**config.mk**
```make
export PLATFORM = sky130hd
export DESIGN_NAME = hwc_config_top
export DESIGN_NICKNAME = d
export VERILOG_FILES = /design/src/verilog/hwc_pkg.sv /design/src/verilog/hwc_config_top.sv /design/src/verilog/hwc_clock_output_pin_gen.sv
export SDC_FILE = /design/constraint.sdc
export NUM_CORES = 1
export LEC_CHECK = 0
export ABC_AREA = 1
export BUFFER_PORTS_ARGS = -buffer_cell sky130_fd_sc_hd__buf_4
export CORE_ASPECT_RATIO = 0.9
export CORE_MARGIN = 2
export CORE_UTILIZATION = 40
export DETAILED_ROUTE_END_ITERATION = 10
export MAX_ROUTING_LAYER = met4
export SLEW_MARGIN = 25
export SYNTH_ARGS = -nofsm -noshare
export SYNTH_HDL_FRONTEND = slang
export SYNTH_SLANG_ARGS = --single-unit
```
**constraint.sdc**
```tcl
create_clock -name mclk -period 1.86 [get_ports mclk]
set_input_delay 0 -clock mclk [delete_from_list [all_inputs] [get_ports mclk]]
set_output_delay 0 -clock mclk [all_outputs]
set_load 0.005 [all_outputs]
```
**src/verilog/hwc_pkg.sv**
```systemverilog
// Constants shared by the hardware configuration register block.
// *****************************************************************************
// *****************************************************************************
package hwc_pkg;

    // *************************************************************************
    // Register layout
    // *************************************************************************
    localparam int          CFG_WIDTH         = 16;          // Register width in bits.
    localparam logic [15:0] CFG_RESET         = 16'h2340;    // Value after hardware reset.
    localparam logic [15:0] CFG_WRITE_MASK    = 16'h7fff;    // Bit 15 is reserved and reads zero.
    localparam int          BIT_EXT_PULLUP    = 14;          // External pull-up select.
    localparam int          BIT_SLOW_CLK_DIS  = 13;          // Slow suspend clock disable.
    localparam int          BIT_CLOCKS_ON     = 12;          // Clocks always on.
    localparam int          DIV_MSB           = 11;          // Clock output divider, top bit.
    localparam int          DIV_LSB           = 8;           // Clock output divider, bottom bit.
    localparam int          BIT_ACK_ONLY      = 7;           // Acknowledge-only DMA mode.
    localparam int          BIT_DREQ_POL      = 6;           // DMA request polarity.
    localparam int          BIT_DACK_POL      = 5;           // DMA acknowledge polarity.
    localparam int          BIT_EOT_POL       = 4;           // End-of-transfer polarity.
    localparam int          BIT_WAKE_CS       = 3;           // Wake on chip select.
    localparam int          BIT_PWR_OFF       = 2;           // Suspend power-off.
    localparam int          BIT_IRQ_MODE      = 1;           // Interrupt signalling mode.
    localparam int          BIT_IRQ_POL       = 0;           // Interrupt polarity.

    // *************************************************************************
    // Command codes on the host port
    // *************************************************************************
    localparam logic [7:0]  CMD_WRITE_CFG     = 8'hba;       // Write one word to the register.
    localparam logic [7:0]  CMD_READ_CFG      = 8'hbb;       // Read one word from the register.

    // *************************************************************************
    // Timing
    // *************************************************************************
    localparam int          MCLK_MHZ          = 125;         // System clock rate.
    localparam int          MCLK_PERIOD_NS    = 8;           // System clock period.
    localparam int          SUSPEND_DELAY_MS  = 2;           // Delay from request to suspend.
    localparam int          SUSPEND_DELAY_CYC = SUSPEND_DELAY_MS * 1000 * MCLK_MHZ * 1000 / 1000;
    localparam int          IRQ_PULSE_NS      = 166;         // Pulse length in pulsed mode.
    localparam int          IRQ_PULSE_CYC     = (IRQ_PULSE_NS / MCLK_PERIOD_NS) < 1 ? 1
                                              : IRQ_PULSE_NS / MCLK_PERIOD_NS;
    localparam int          SLOW_CLK_KHZ      = 100;         // Slow suspend clock rate.
    localparam int          SLOW_HALF_CYC     = MCLK_MHZ * 1000 / (2 * SLOW_CLK_KHZ);
    localparam int          PLL_MHZ           = 48;          // Reference for the clock output.
    localparam logic [7:0]  TICK_STEP         = 8'(2 * PLL_MHZ);  // Half-phase ticks per microsecond.
    localparam logic [7:0]  TICK_MOD          = 8'(MCLK_MHZ);

    // Host port access that the last command selected.
    typedef enum logic [1:0] {
        ACC_NONE,
        ACC_WRITE,
        ACC_READ
    } hwc_access_type;

endpackage

```
**src/verilog/hwc_config_top.sv**
```systemverilog
// Hardware configuration register with its pin-level control logic.
module hwc_config_top #(
    parameter int SUSPEND_DELAY = hwc_pkg::SUSPEND_DELAY_CYC   // Cycles from request to suspend.
) (
    // Clock and reset.
    input  wire logic        mclk,
    input  wire logic        reset,
    // Host command port.
    input  wire logic        cmd_strobe,
    input  wire logic [7:0]  cmd_code,
    input  wire logic        wr_strobe,
    input  wire logic [15:0] wr_data,
    input  wire logic        rd_strobe,
    output logic [15:0]      rd_data,
    output logic             rd_valid,
    // Mode register bits held elsewhere.
    input  wire logic        suspend_request,
    input  wire logic        soft_attach_enable,
    // Bus attach.
    output logic             pullup_enable,
    // Clocking.
    output logic             clock_output_pin,
    output logic             internal_clock_enable,
    // Suspend and wake-up.
    input  wire logic        resume_event,
    input  wire logic        chip_select_n,
    input  wire logic        vbus_present,
    output logic             suspended,
    output logic             power_switch,
    output logic             remote_wakeup,
    // DMA pins.
    input  wire logic        dma_request,
    output logic             dma_request_pin,
    input  wire logic        dma_ack_pin,
    output logic             dma_ack,
    output logic             ack_only_dma_mode,
    input  wire logic        end_of_transfer,
    output logic             end_of_transfer_pin,
    // Interrupt.
    input  wire logic        irq_request,
    output logic             irq_pin
);

    // *************************************************************************
    // Configuration register and host access
    // *************************************************************************
    logic [15:0]                 cfg_reg;        // The configuration word.
    hwc_pkg::hwc_access_type     access_reg;     // Access armed by the last command.
    logic [15:0]                 rd_data_reg;    // Word returned to the host.
    logic                        rd_valid_reg;   // Read answer marker.
    logic                        cmd_is_write;   // Command selects a write.
    logic                        cmd_is_read;    // Command selects a read.
    logic                        do_write;       // Data word is taken this cycle.
    logic                        do_read;        // Data word is read this cycle.

    // Command decode.
    assign cmd_is_write = cmd_code == hwc_pkg::CMD_WRITE_CFG;
    assign cmd_is_read  = cmd_code == hwc_pkg::CMD_READ_CFG;
    assign do_write     = wr_strobe && access_reg == hwc_pkg::ACC_WRITE;
    assign do_read      = rd_strobe && access_reg == hwc_pkg::ACC_READ;
    assign rd_data      = rd_data_reg;
    assign rd_valid     = rd_valid_reg;

    // The command arms exactly one data word; any other code disarms it, so a
    // stray data strobe never reaches this register.
    always_ff @(posedge mclk) begin
        if (reset) begin
            access_reg <= hwc_pkg::ACC_NONE;
        end else if (cmd_strobe) begin
            if (cmd_is_write) begin
                access_reg <= hwc_pkg::ACC_WRITE;
            end else if (cmd_is_read) begin
                access_reg <= hwc_pkg::ACC_READ;
            end else begin
                access_reg <= hwc_pkg::ACC_NONE;
            end
        end else if (do_write || do_read) begin
            access_reg <= hwc_pkg::ACC_NONE;
        end
    end

    // Only the hardware reset loads the defaults; there is deliberately no
    // USB bus reset input here, so a bus reset cannot disturb the fields.
    always_ff @(posedge mclk) begin
        if (reset) begin
            cfg_reg <= hwc_pkg::CFG_RESET;
        end else if (do_write) begin
            cfg_reg <= wr_data & hwc_pkg::CFG_WRITE_MASK;
        end
    end

    // Read answer, valid for one cycle after the data strobe.
    always_ff @(posedge mclk) begin
        if (reset) begin
            rd_data_reg  <= 16'h0000;
            rd_valid_reg <= 1'b0;
        end else begin
            rd_valid_reg <= do_read;
            if (do_read) begin
                rd_data_reg <= cfg_reg;
            end
        end
    end

    // *************************************************************************
    // Field decode
    // *************************************************************************
    wire       ext_pullup  = cfg_reg[hwc_pkg::BIT_EXT_PULLUP];      // External pull-up fitted.
    wire       slow_dis    = cfg_reg[hwc_pkg::BIT_SLOW_CLK_DIS];    // Slow clock disabled.
    wire       clocks_on   = cfg_reg[hwc_pkg::BIT_CLOCKS_ON];       // Clocks never gated.
    wire [3:0] clk_div     = cfg_reg[hwc_pkg::DIV_MSB:hwc_pkg::DIV_LSB];  // Clock output divider.
    wire       dreq_pol    = cfg_reg[hwc_pkg::BIT_DREQ_POL];        // DMA request polarity.
    wire       dack_pol    = cfg_reg[hwc_pkg::BIT_DACK_POL];        // DMA acknowledge polarity.
    wire       eot_pol     = cfg_reg[hwc_pkg::BIT_EOT_POL];         // End-of-transfer polarity.
    wire       wake_cs     = cfg_reg[hwc_pkg::BIT_WAKE_CS];         // Wake on chip select.
    wire       pwr_off     = cfg_reg[hwc_pkg::BIT_PWR_OFF];         // Power switch mode.
    wire       irq_mode    = cfg_reg[hwc_pkg::BIT_IRQ_MODE];        // Zero level, one pulse.
    wire       irq_pol     = cfg_reg[hwc_pkg::BIT_IRQ_POL];         // Interrupt polarity.

    // Applies a pin polarity: one means active high, zero active low.
    function automatic logic apply_pol(input logic level, input logic pol);
        apply_pol = pol ? level : ~level;
    endfunction

    // *************************************************************************
    // Bus attach
    // *************************************************************************
    // With an external resistor fitted the soft attach bit is simply ignored.
    assign pullup_enable = soft_attach_enable && !ext_pullup;

    // *************************************************************************
    // Suspend sequencing
    // *************************************************************************
    logic        susp_req_prev_reg;   // Request bit one cycle earlier.
    logic        susp_pending_reg;    // Delay counter is running.
    logic [31:0] susp_cnt_reg;        // Cycles waited since the request.
    logic        suspended_reg;       // Suspend state reached.
    logic        susp_start;          // One then zero seen on the request bit.
    logic        susp_done;           // Delay has run out.
    logic        wake_any;            // Any cause of leaving suspend.

    // The request is the falling edge that follows a written one.
    assign susp_start = susp_req_prev_reg && !suspend_request;
    assign susp_done  = susp_pending_reg && susp_cnt_reg >= 32'(SUSPEND_DELAY - 1);
    assign wake_any   = resume_event || remote_wakeup;
    assign suspended  = suspended_reg;

    // Delay from the request to the suspend state; a wake during the delay
    // cancels the pending suspend.
    always_ff @(posedge mclk) begin
        if (reset) begin
            susp_req_prev_reg <= 1'b0;
            susp_pending_reg  <= 1'b0;
            susp_cnt_reg      <= 32'h0000_0000;
            suspended_reg     <= 1'b0;
        end else begin
            susp_req_prev_reg <= suspend_request;
            if (wake_any) begin
                susp_pending_reg <= 1'b0;
                suspended_reg    <= 1'b0;
            end else if (susp_start) begin
                susp_pending_reg <= 1'b1;
                susp_cnt_reg     <= 32'h0000_0000;
            end else if (susp_done) begin
                susp_pending_reg <= 1'b0;
                suspended_reg    <= 1'b1;
            end else if (susp_pending_reg) begin
                susp_cnt_reg <= 32'(susp_cnt_reg + 32'h1);
            end
        end
    end

    // Clock gating follows the suspend state unless clocks are kept on.
    assign internal_clock_enable = clocks_on || !suspended_reg;

    // The suspend output becomes a high-active power switch when enabled.
    assign power_switch = pwr_off && suspended_reg;

    // A low chip select wakes the device only with bus power present.
    assign remote_wakeup = wake_cs && suspended_reg && !chip_select_n && vbus_present;

    // *************************************************************************
    // Clock output
    // *************************************************************************
    logic        fast_clk;        // Divided clock from the generator.
    logic        slow_clk_reg;    // Slow suspend clock level.
    logic [15:0] slow_cnt_reg;    // Cycles in the current slow half-period.

    hwc_clock_output_pin_gen u_clock_output_pin (
        .mclk    (mclk),
        .reset   (reset),
        .divider (clk_div),
        .clk_out (fast_clk)
    );

    // Slow suspend clock by counting system cycles per half-period.
    always_ff @(posedge mclk) begin
        if (reset) begin
            slow_cnt_reg <= 16'h0000;
            slow_clk_reg <= 1'b0;
        end else if (slow_cnt_reg == 16'(hwc_pkg::SLOW_HALF_CYC - 1)) begin
            slow_cnt_reg <= 16'h0000;
            slow_clk_reg <= ~slow_clk_reg;
        end else begin
            slow_cnt_reg <= 16'(slow_cnt_reg + 16'h1);
        end
    end

    // Clock output mux; registered so the switch itself cannot glitch. The
    // change of source at suspend may shorten one phase, a known limitation.
    logic clock_output_pin_reg;   // Registered clock output.
    always_ff @(posedge mclk) begin
        if (reset) begin
            clock_output_pin_reg <= 1'b0;
        end else if (!suspended_reg) begin
            clock_output_pin_reg <= fast_clk;
        end else if (!slow_dis) begin
            clock_output_pin_reg <= slow_clk_reg;
        end else begin
            clock_output_pin_reg <= 1'b0;
        end
    end
    assign clock_output_pin = clock_output_pin_reg;

    // *************************************************************************
    // DMA pins
    // *************************************************************************
    assign ack_only_dma_mode   = cfg_reg[hwc_pkg::BIT_ACK_ONLY];
    assign dma_request_pin     = apply_pol(dma_request, dreq_pol);
    assign dma_ack             = apply_pol(dma_ack_pin, dack_pol);
    assign end_of_transfer_pin = apply_pol(end_of_transfer, eot_pol);

    // *************************************************************************
    // Interrupt pin
    // *************************************************************************
    logic       irq_prev_reg;    // Request one cycle earlier.
    logic [7:0] pulse_cnt_reg;   // Cycles left in the current pulse.
    logic       irq_active;      // Pin asserted before polarity.

    // Each rising request starts one fixed-length pulse in pulsed mode.
    always_ff @(posedge mclk) begin
        if (reset) begin
            irq_prev_reg  <= 1'b0;
            pulse_cnt_reg <= 8'h00;
        end else begin
            irq_prev_reg <= irq_request;
            if (irq_request && !irq_prev_reg) begin
                pulse_cnt_reg <= 8'(hwc_pkg::IRQ_PULSE_CYC);
            end else if (pulse_cnt_reg != 8'h00) begin
                pulse_cnt_reg <= 8'(pulse_cnt_reg - 8'h1);
            end
        end
    end

    assign irq_active = irq_mode ? (pulse_cnt_reg != 8'h00) : irq_request;
    assign irq_pin    = apply_pol(irq_active, irq_pol);

endmodule

```
**src/verilog/hwc_clock_output_pin_gen.sv**
```systemverilog
// Glitch-free programmable clock output generator.
module hwc_clock_output_pin_gen (
    // Clock and reset.
    input  wire logic       mclk,
    input  wire logic       reset,
    // Control.
    input  wire logic [3:0] divider,
    // Output.
    output logic            clk_out
);

    // *************************************************************************
    // Half-phase tick at twice the 48 MHz reference
    // *************************************************************************
    // Phase accumulator; ticks average 96 per 125 clocks, so the output
    // frequency is exact on average with one clock of edge jitter.
    logic [7:0] acc_reg;     // Phase accumulator.
    logic [7:0] acc_next;    // Next accumulator value.
    logic [8:0] acc_sum;     // Unreduced sum.
    logic       tick;        // One-cycle half-phase tick.

    assign acc_sum  = {1'b0, acc_reg} + {1'b0, hwc_pkg::TICK_STEP};
    assign tick     = acc_sum >= {1'b0, hwc_pkg::TICK_MOD};
    assign acc_next = tick ? 8'(acc_sum - {1'b0, hwc_pkg::TICK_MOD}) : acc_sum[7:0];

    // Accumulator update.
    always_ff @(posedge mclk) begin
        if (reset) begin
            acc_reg <= 8'h00;
        end else begin
            acc_reg <= acc_next;
        end
    end

    // *************************************************************************
    // Divider with boundary-only reload
    // *************************************************************************
    logic [3:0] active_div_reg;  // Divider in use for the current period.
    logic [3:0] phase_cnt_reg;   // Ticks counted in the current phase.
    logic       out_reg;         // Output level.
    logic       phase_end;       // Current phase completes on this tick.
    logic       period_end;      // Low phase ends, so the period ends.

    assign phase_end  = tick && (phase_cnt_reg == active_div_reg);
    assign period_end = phase_end && out_reg == 1'b0;
    assign clk_out    = out_reg;

    // Each phase lasts divider plus one ticks, so one period is 48/(N+1) MHz.
    // The divider is only sampled at the end of a low phase, so neither phase
    // can be cut short when software rewrites it.
    always_ff @(posedge mclk) begin
        if (reset) begin
            active_div_reg <= hwc_pkg::CFG_RESET[hwc_pkg::DIV_MSB:hwc_pkg::DIV_LSB];
            phase_cnt_reg  <= 4'h0;
            out_reg        <= 1'b0;
        end else if (phase_end) begin
            phase_cnt_reg <= 4'h0;
            out_reg       <= ~out_reg;
            if (period_end) begin
                active_div_reg <= divider;
            end
        end else if (tick) begin
            phase_cnt_reg <= 4'(phase_cnt_reg + 4'h1);
        end
    end

endmodule

```
== Yosys cells after proc, flatten, opt, wreduce, memory -nomap -nowiden ==
Cells that the tools add are included.
W data, S select, Z words.

* Register bits: 112
* Input bits: 38
* Output and inout port bits: 28
* Logic and storage cells: 92

* $add $sub $neg: 6
* $lt $le $gt $ge: 2
* Eq/ne operators: 7
* Mux-type cells: 19
* Bitwise operators: 8
* Reductions and logical operators: 32

{| class="wikitable"
|+ Operators with widths
! cell !! number
|-
| $mux W32 || 3
|-
| $add A32 B1 Y32 const B || 1
|-
| $ge A32 B18 Y1 const B || 1
|-
| $add A16 B1 Y16 const B || 1
|-
| $eq A16 B10 Y1 const B || 1
|-
| $eq A8 B8 Y1 const B || 2
|-
| $logic_and A1 B1 Y1 || 12
|-
| $mux W5 || 2
|-
| $add A8 B7 Y9 const B || 1
|-
| $ge A9 B7 Y1 const B || 1
|-
| $mux W1 || 9
|-
| $mux W2 || 4
|-
| $mux W8 || 1
|-
| $not A1 Y1 || 8
|-
| $reduce_bool A2 Y1 || 4
|-
| $reduce_bool A8 Y1 || 1
|-
| $reduce_or A2 Y1 || 4
|-
| $sub A8 B1 Y8 const B || 1
|-
| $sub A8 B7 Y8 const B || 1
|-
| $logic_not A1 Y1 || 5
|-
| $add A4 B1 Y4 const B || 1
|-
| $eq A4 B4 Y1 || 1
|-
| $reduce_and A2 Y1 || 2
|-
| $logic_or A1 B1 Y1 || 3
|-
| other kinds (4) || 4
|}

== Logic depth before layout (Yosys ltp) ==
* Word-level depth: 6
* Mapped depth: 12

== Modules after synthesis ==
Synthesis repeated with hierarchy kept, for this count alone.

* Cells, all modules: 770
* Area total of the unflattened synthesis: 5,325.1 um^2

{| class="wikitable"
|+ By module, submodules not included
! module !! instances !! cells each !! area an instance (um^2)
|-
| hwc_config_top || 1 || 623 || 4,334.2
|-
| hwc_clock_output_pin_gen || 1 || 147 || 991.0
|}

== Worst setup path after synthesis ==
No wires, ideal clock.

* Path type: flip-flop to flip-flop
* Start point: reg u_clock_output_pin.acc_reg[5]
* End point: reg u_clock_output_pin.acc_reg[0]
* Data arrival time: 1,454 ps
* Path slack: 286 ps
* Stages on the path, launching flop included: 9
* Buffers on the path: 1
* Cell sequence: dfxtp_1 > inv_1 > ha_1 > xnor2_1 > nor2_1 > nand3_2 > buf_4 > o21ai_0 > a21oi_1

* Cells in the longest elaborated chain, start to end: 3

{| class="wikitable"
|+ RTL lines
! element !! line !! RTL
|-
| from (decl) || hwc_clock_output_pin_gen.sv:17 || <nowiki>logic [7:0] acc_reg;</nowiki>
|-
| from (signal assigned) || hwc_clock_output_pin_gen.sv:31 || <nowiki>acc_reg <= acc_next;</nowiki>
|-
| $add A8 B7 Y9 || hwc_clock_output_pin_gen.sv:22 || <nowiki>assign acc_sum = {1'b0, acc_reg} + {1'b0, hwc_pkg::TICK_STEP};</nowiki>
|-
| $ge A9 B7 Y1 || hwc_clock_output_pin_gen.sv:23 || <nowiki>assign tick = acc_sum >= {1'b0, hwc_pkg::TICK_MOD};</nowiki>
|-
| $mux W8 || hwc_clock_output_pin_gen.sv:24 || <nowiki>assign acc_next = tick ? 8'(acc_sum - {1'b0, hwc_pkg::TICK_MOD}) : acc_sum[7:0];</nowiki>
|}

No other way between the ends.
A chain may end at the register's enable or synchronous reset.

== Worst setup path after layout ==
* Start point: reg susp_cnt_reg[0]
* End point: reg susp_cnt_reg[12]

* Cells in the longest elaborated chain, start to end: 4
* Elaborated cells on any way between the ends: 8

{| class="wikitable"
|+ RTL lines
! element !! line !! RTL
|-
| from (decl) || hwc_config_top.sv:136 || <nowiki>logic [31:0] susp_cnt_reg;</nowiki>
|-
| from (signal assigned) || hwc_config_top.sv:168 || <nowiki>susp_cnt_reg <= 32'(susp_cnt_reg + 32'h1);</nowiki>
|-
| $add A32 B1 Y32 or $ge A32 B18 Y1 (tied branches) || hwc_config_top.sv:168, hwc_config_top.sv:144 ||
|-
| $mux W32 or $logic_and A1 B1 Y1 (tied branches) || hwc_config_top.sv:167, hwc_config_top.sv:144 ||
|-
| $mux W32 or $ne A2 B2 Y1 (tied branches) || - ||
|-
| $mux W32 or $reduce_and A3 Y1 (tied branches) || - ||
|}

Parallel ways exist; a longest one is shown, timed or not. The select of a mux whose other input is x is not followed.

==> summary.md <==
| Metric | Value |
|---|---|
| Initial core utilization | `0.407` |
| Slew Viols, Final | `0` |
| Worst Reg2Reg Path Length in Cells | `11` |
| Number of synthesized flops with an enable pin | `0` |
| Setup violators final | `0` |
| Crit path kind | `reg2reg` |
| DIE WIDTH | `approximately 120 µm` |
| HP Class | `in2reg` |
| GRT Util Overall | `0.174` |
| Die height | `approximately 110 µm` |
| Non-Filler Instances | `about 970` |
| Pleak | `0.00282 µW` |
| Via-to-Cell Ratio | `around 4.8` |
| R2R Setup Slk | `approximately 0.12 ns` |
| Final hold viol count | `0` |
| Worst setup SP type | `flip-flop` |
| Pre-CTS setup slack | `roughly 0.028 ns` |
| # rows | `39` |
| Register area share after synthesis | `0.436` |
| Post-route setup slack | `~0.12 ns` |
| Crit. End Element | `flip-flop` |
| Synth top area share | `0.436` |
| Worst-Skew Late Latency | `~0.34 ns` |
| CTS tree | `built` |
| Placed cell areas | `a little under 0.006 mm²` |
| WL final | `11.3 mm` |
| Clock Skews | `0.00855 ns` |
| Fill count | `~1.2k` |
| Largest net degree at the start of global routing | `approximately 40` |
| P&R area growth vs syn | `24.1%` |
| Worst IR drop on VDD | `between 0.5 and 0.6 mV` |
| Vias in the first global route | `4,333` |
| Routability congestion estimate | `0.808` |
| Crit path DAT | `just over 2 ns` |
| Grt total ovfl | `0` |
| Worst-Margin Slew | `0.576 ns` |
| Fmax | `0.576 GHz` |
| Routed via count | `~4.7k` |
| Hold Slack | `approximately 0.14 ns` |
| Pre-antenna DRT Iters | `5` |
| Core area | `roughly 0.013 mm²` |
| Dpl hpwl | `between 7 and 8 mm` |
| Worst-path maximum fanout | `4` |
| Status | `finished, final reports clean` |
| # IOs | `between 60 and 70` |
| Period utilization | `0.934` |
| Tmin final | `1.74 ns` |
| Initial antenna violation count | `0` |
| CTS Root Cell | `clkbuf_16` |
| Mean Syn Cell Area | `~7.2 µm²` |
| Critical Path RT | `between 2 and 2.5 ns` |
| Hold Path Depth | `3` |
| Rel. slew slack | `0.615` |
| DR DRC count | `0` |
| Clock slew seen by the registers of the worst setup and hold paths | `0.08 ns` |
| DIE AREA | `roughly 0.014 mm²` |
| Initial detailed-routing violation count | `~240` |
| Max reg flops | `32` |
| Post-Place Cells | `929` |
| Clock net sink count | `about 110` |
| Yosys Warn Count | `0` |
| Most frequent cells in the layout | `nor2_1, nand2_1, dfxtp_1, buf_4, inv_1` |
| First-pass GRT wire length | `~19 mm` |
| Fin nets | `850` |
| H-tree depth | `3` |
| Synth Register Bits | `roughly 110` |
| Layout cells sized above 1 | `0.151` |
| Worst-case clock buffer depth | `2` |
| Largest area contributor in the netlist | `dfxtp_1` |
| Post-Synthesis Cells | `about 700` |
| Post-synth ARST share | `0` |
| TritonCTS Buffers | `9` |
| # diodes | `0` |
| Power Dens Cells | `890 mW/mm²` |
| Ranking of synthesized cells by area | `dfxtp_1, nor2_1, nand2_1, nand3_1, inv_1` |
| Cell area after layout | `about 0.0064 mm²` |
| Primary FF master, synth | `dfxtp_1` |
| Net Count, Synth | `760` |
| Post-synthesis cell type count | `39` |
| Routed length per placed instance | `roughly 12 µm` |
| Post-Syn Area | `between 0.005 and 0.006 mm²` |
| Commonest non-fill, non-tap cell in the layout | `nor2_1` |
| Port Buffers | `63` |
| Max-Cap Viols | `0` |
| ANT nets after route | `0` |
cells by family (layout without fill, tap and decap cells):
group / count (synthesis) / after routing / share of synthesized area
other: 1 / 1 / 0.000729
xor gates and xnor gates: 22 / 22 / 0.0374
adders and majority gates: 9 / 9 / 0.0219
AOI/OAI and AO/OA: 83 / 83 / 0.0878
DFF: 112 / 112 / 0.436
buffers and inverters: 96 / 191 / 0.0785
and+or+nand+nor: 390 / 390 / 0.338
metal layers:
layer / wire, µm / vias up / part of all wire / GRT usage
li1: - / 2462 / - / -
met3: 447 / 6 / 0.040 / 0.0456
met4: 89 / 0 / 0.0079 / 0.0356
met5: 0 / - / 0 / -
met1: 5440 / 2104 / 0.48 / 0.216
met2: 5290 / 78 / 0.47 / 0.284
worst max-delay path: stages (launching register included):
cell and delay (ns):
dfxtp_1 0.37, ha_1 0.21, nand2_1 0.08, nor2_1 0.25, nand2_1 0.15, inv_1 0.12
nand2_1 0.08, o21bai_1 0.12, nand3_1 0.08, nand3_1 0.09, nand2_1 0.06, nor2_1 0.08
Yosys cell counts, types with 2 or more instances:
| cell | instances |
|---|---|
| nand3_1 | 59 |
| nor3b_1 | 15 |
| ha_1 | 9 |
| buf_4 | 3 |
| o211ai_1 | 4 |
| nor2_2 | 7 |
| inv_1 | 69 |
| nor4_1 | 2 |
| o21bai_1 | 3 |
| xor2_1 | 14 |
| nand2_2 | 2 |
| nand2_1 | 124 |
| inv_2 | 2 |
| nand4_1 | 9 |
| xnor2_1 | 8 |
| o21ai_0 | 35 |
| nand3_2 | 2 |
| buf_6 | 4 |
| nor2_1 | 144 |
| dfxtp_1 | 112 |
| nor3_1 | 15 |
| buf_2 | 2 |
| clkbuf_1 | 14 |
| or2_2 | 4 |
| a21oi_1 | 37 |
power by group:
group | internal, µW | total [µW] | switching (µW)
combinational | 486 | 1090 | 608
sequential | 2570 | 2720 | 144
clock | 998 | 1880 | 878
repair_timing:
action	in CTS	in global routing
hold endpoints to repair	19	0
setup buffers	0	4
hold buffers	23	0
setup endpoints to repair	0	25
gates resized for setup	0	6
area by class of cell:
cell class                 count  area [µm²]  area share
multi-input combinational    505        2510       0.394
sequential                   112        2240       0.351
timing repair buffer         103         860       0.135
inverter                      72         274      0.0429
clock buffer                  12         256      0.0402
tap                          164         205      0.0321
clock inverter                 4        35.0     0.00548
worst paths after layout:
| path | start | endpoint |
|---|---|---|
| max | susp_cnt_reg[0]$_SDFFE_PP0P_ | susp_cnt_reg[12]$_SDFFE_PP0P_ |
| min | reset | access_reg[1]$_SDFFE_PP0P_ |
| max reg2reg | susp_cnt_reg[0]$_SDFFE_PP0P_ | susp_cnt_reg[12]$_SDFFE_PP0P_ |
| min reg2reg | susp_cnt_reg[18]$_SDFFE_PP0P_ | susp_cnt_reg[18]$_SDFFE_PP0P_ |
metrics by stage:
stage	setup TNS [ns]	util	power, µW
6_report	0	0.505	5680
5_1_grt	-0.000300	0.505	6020
4_1_cts	0	0.501	5710
3_5_place_dp	0	0.460	3790
3_3_place_gp	0	0.460	3750
2_1_floorplan	0	-	3530
Note: power is estimated with default switching activity, not from simulation.
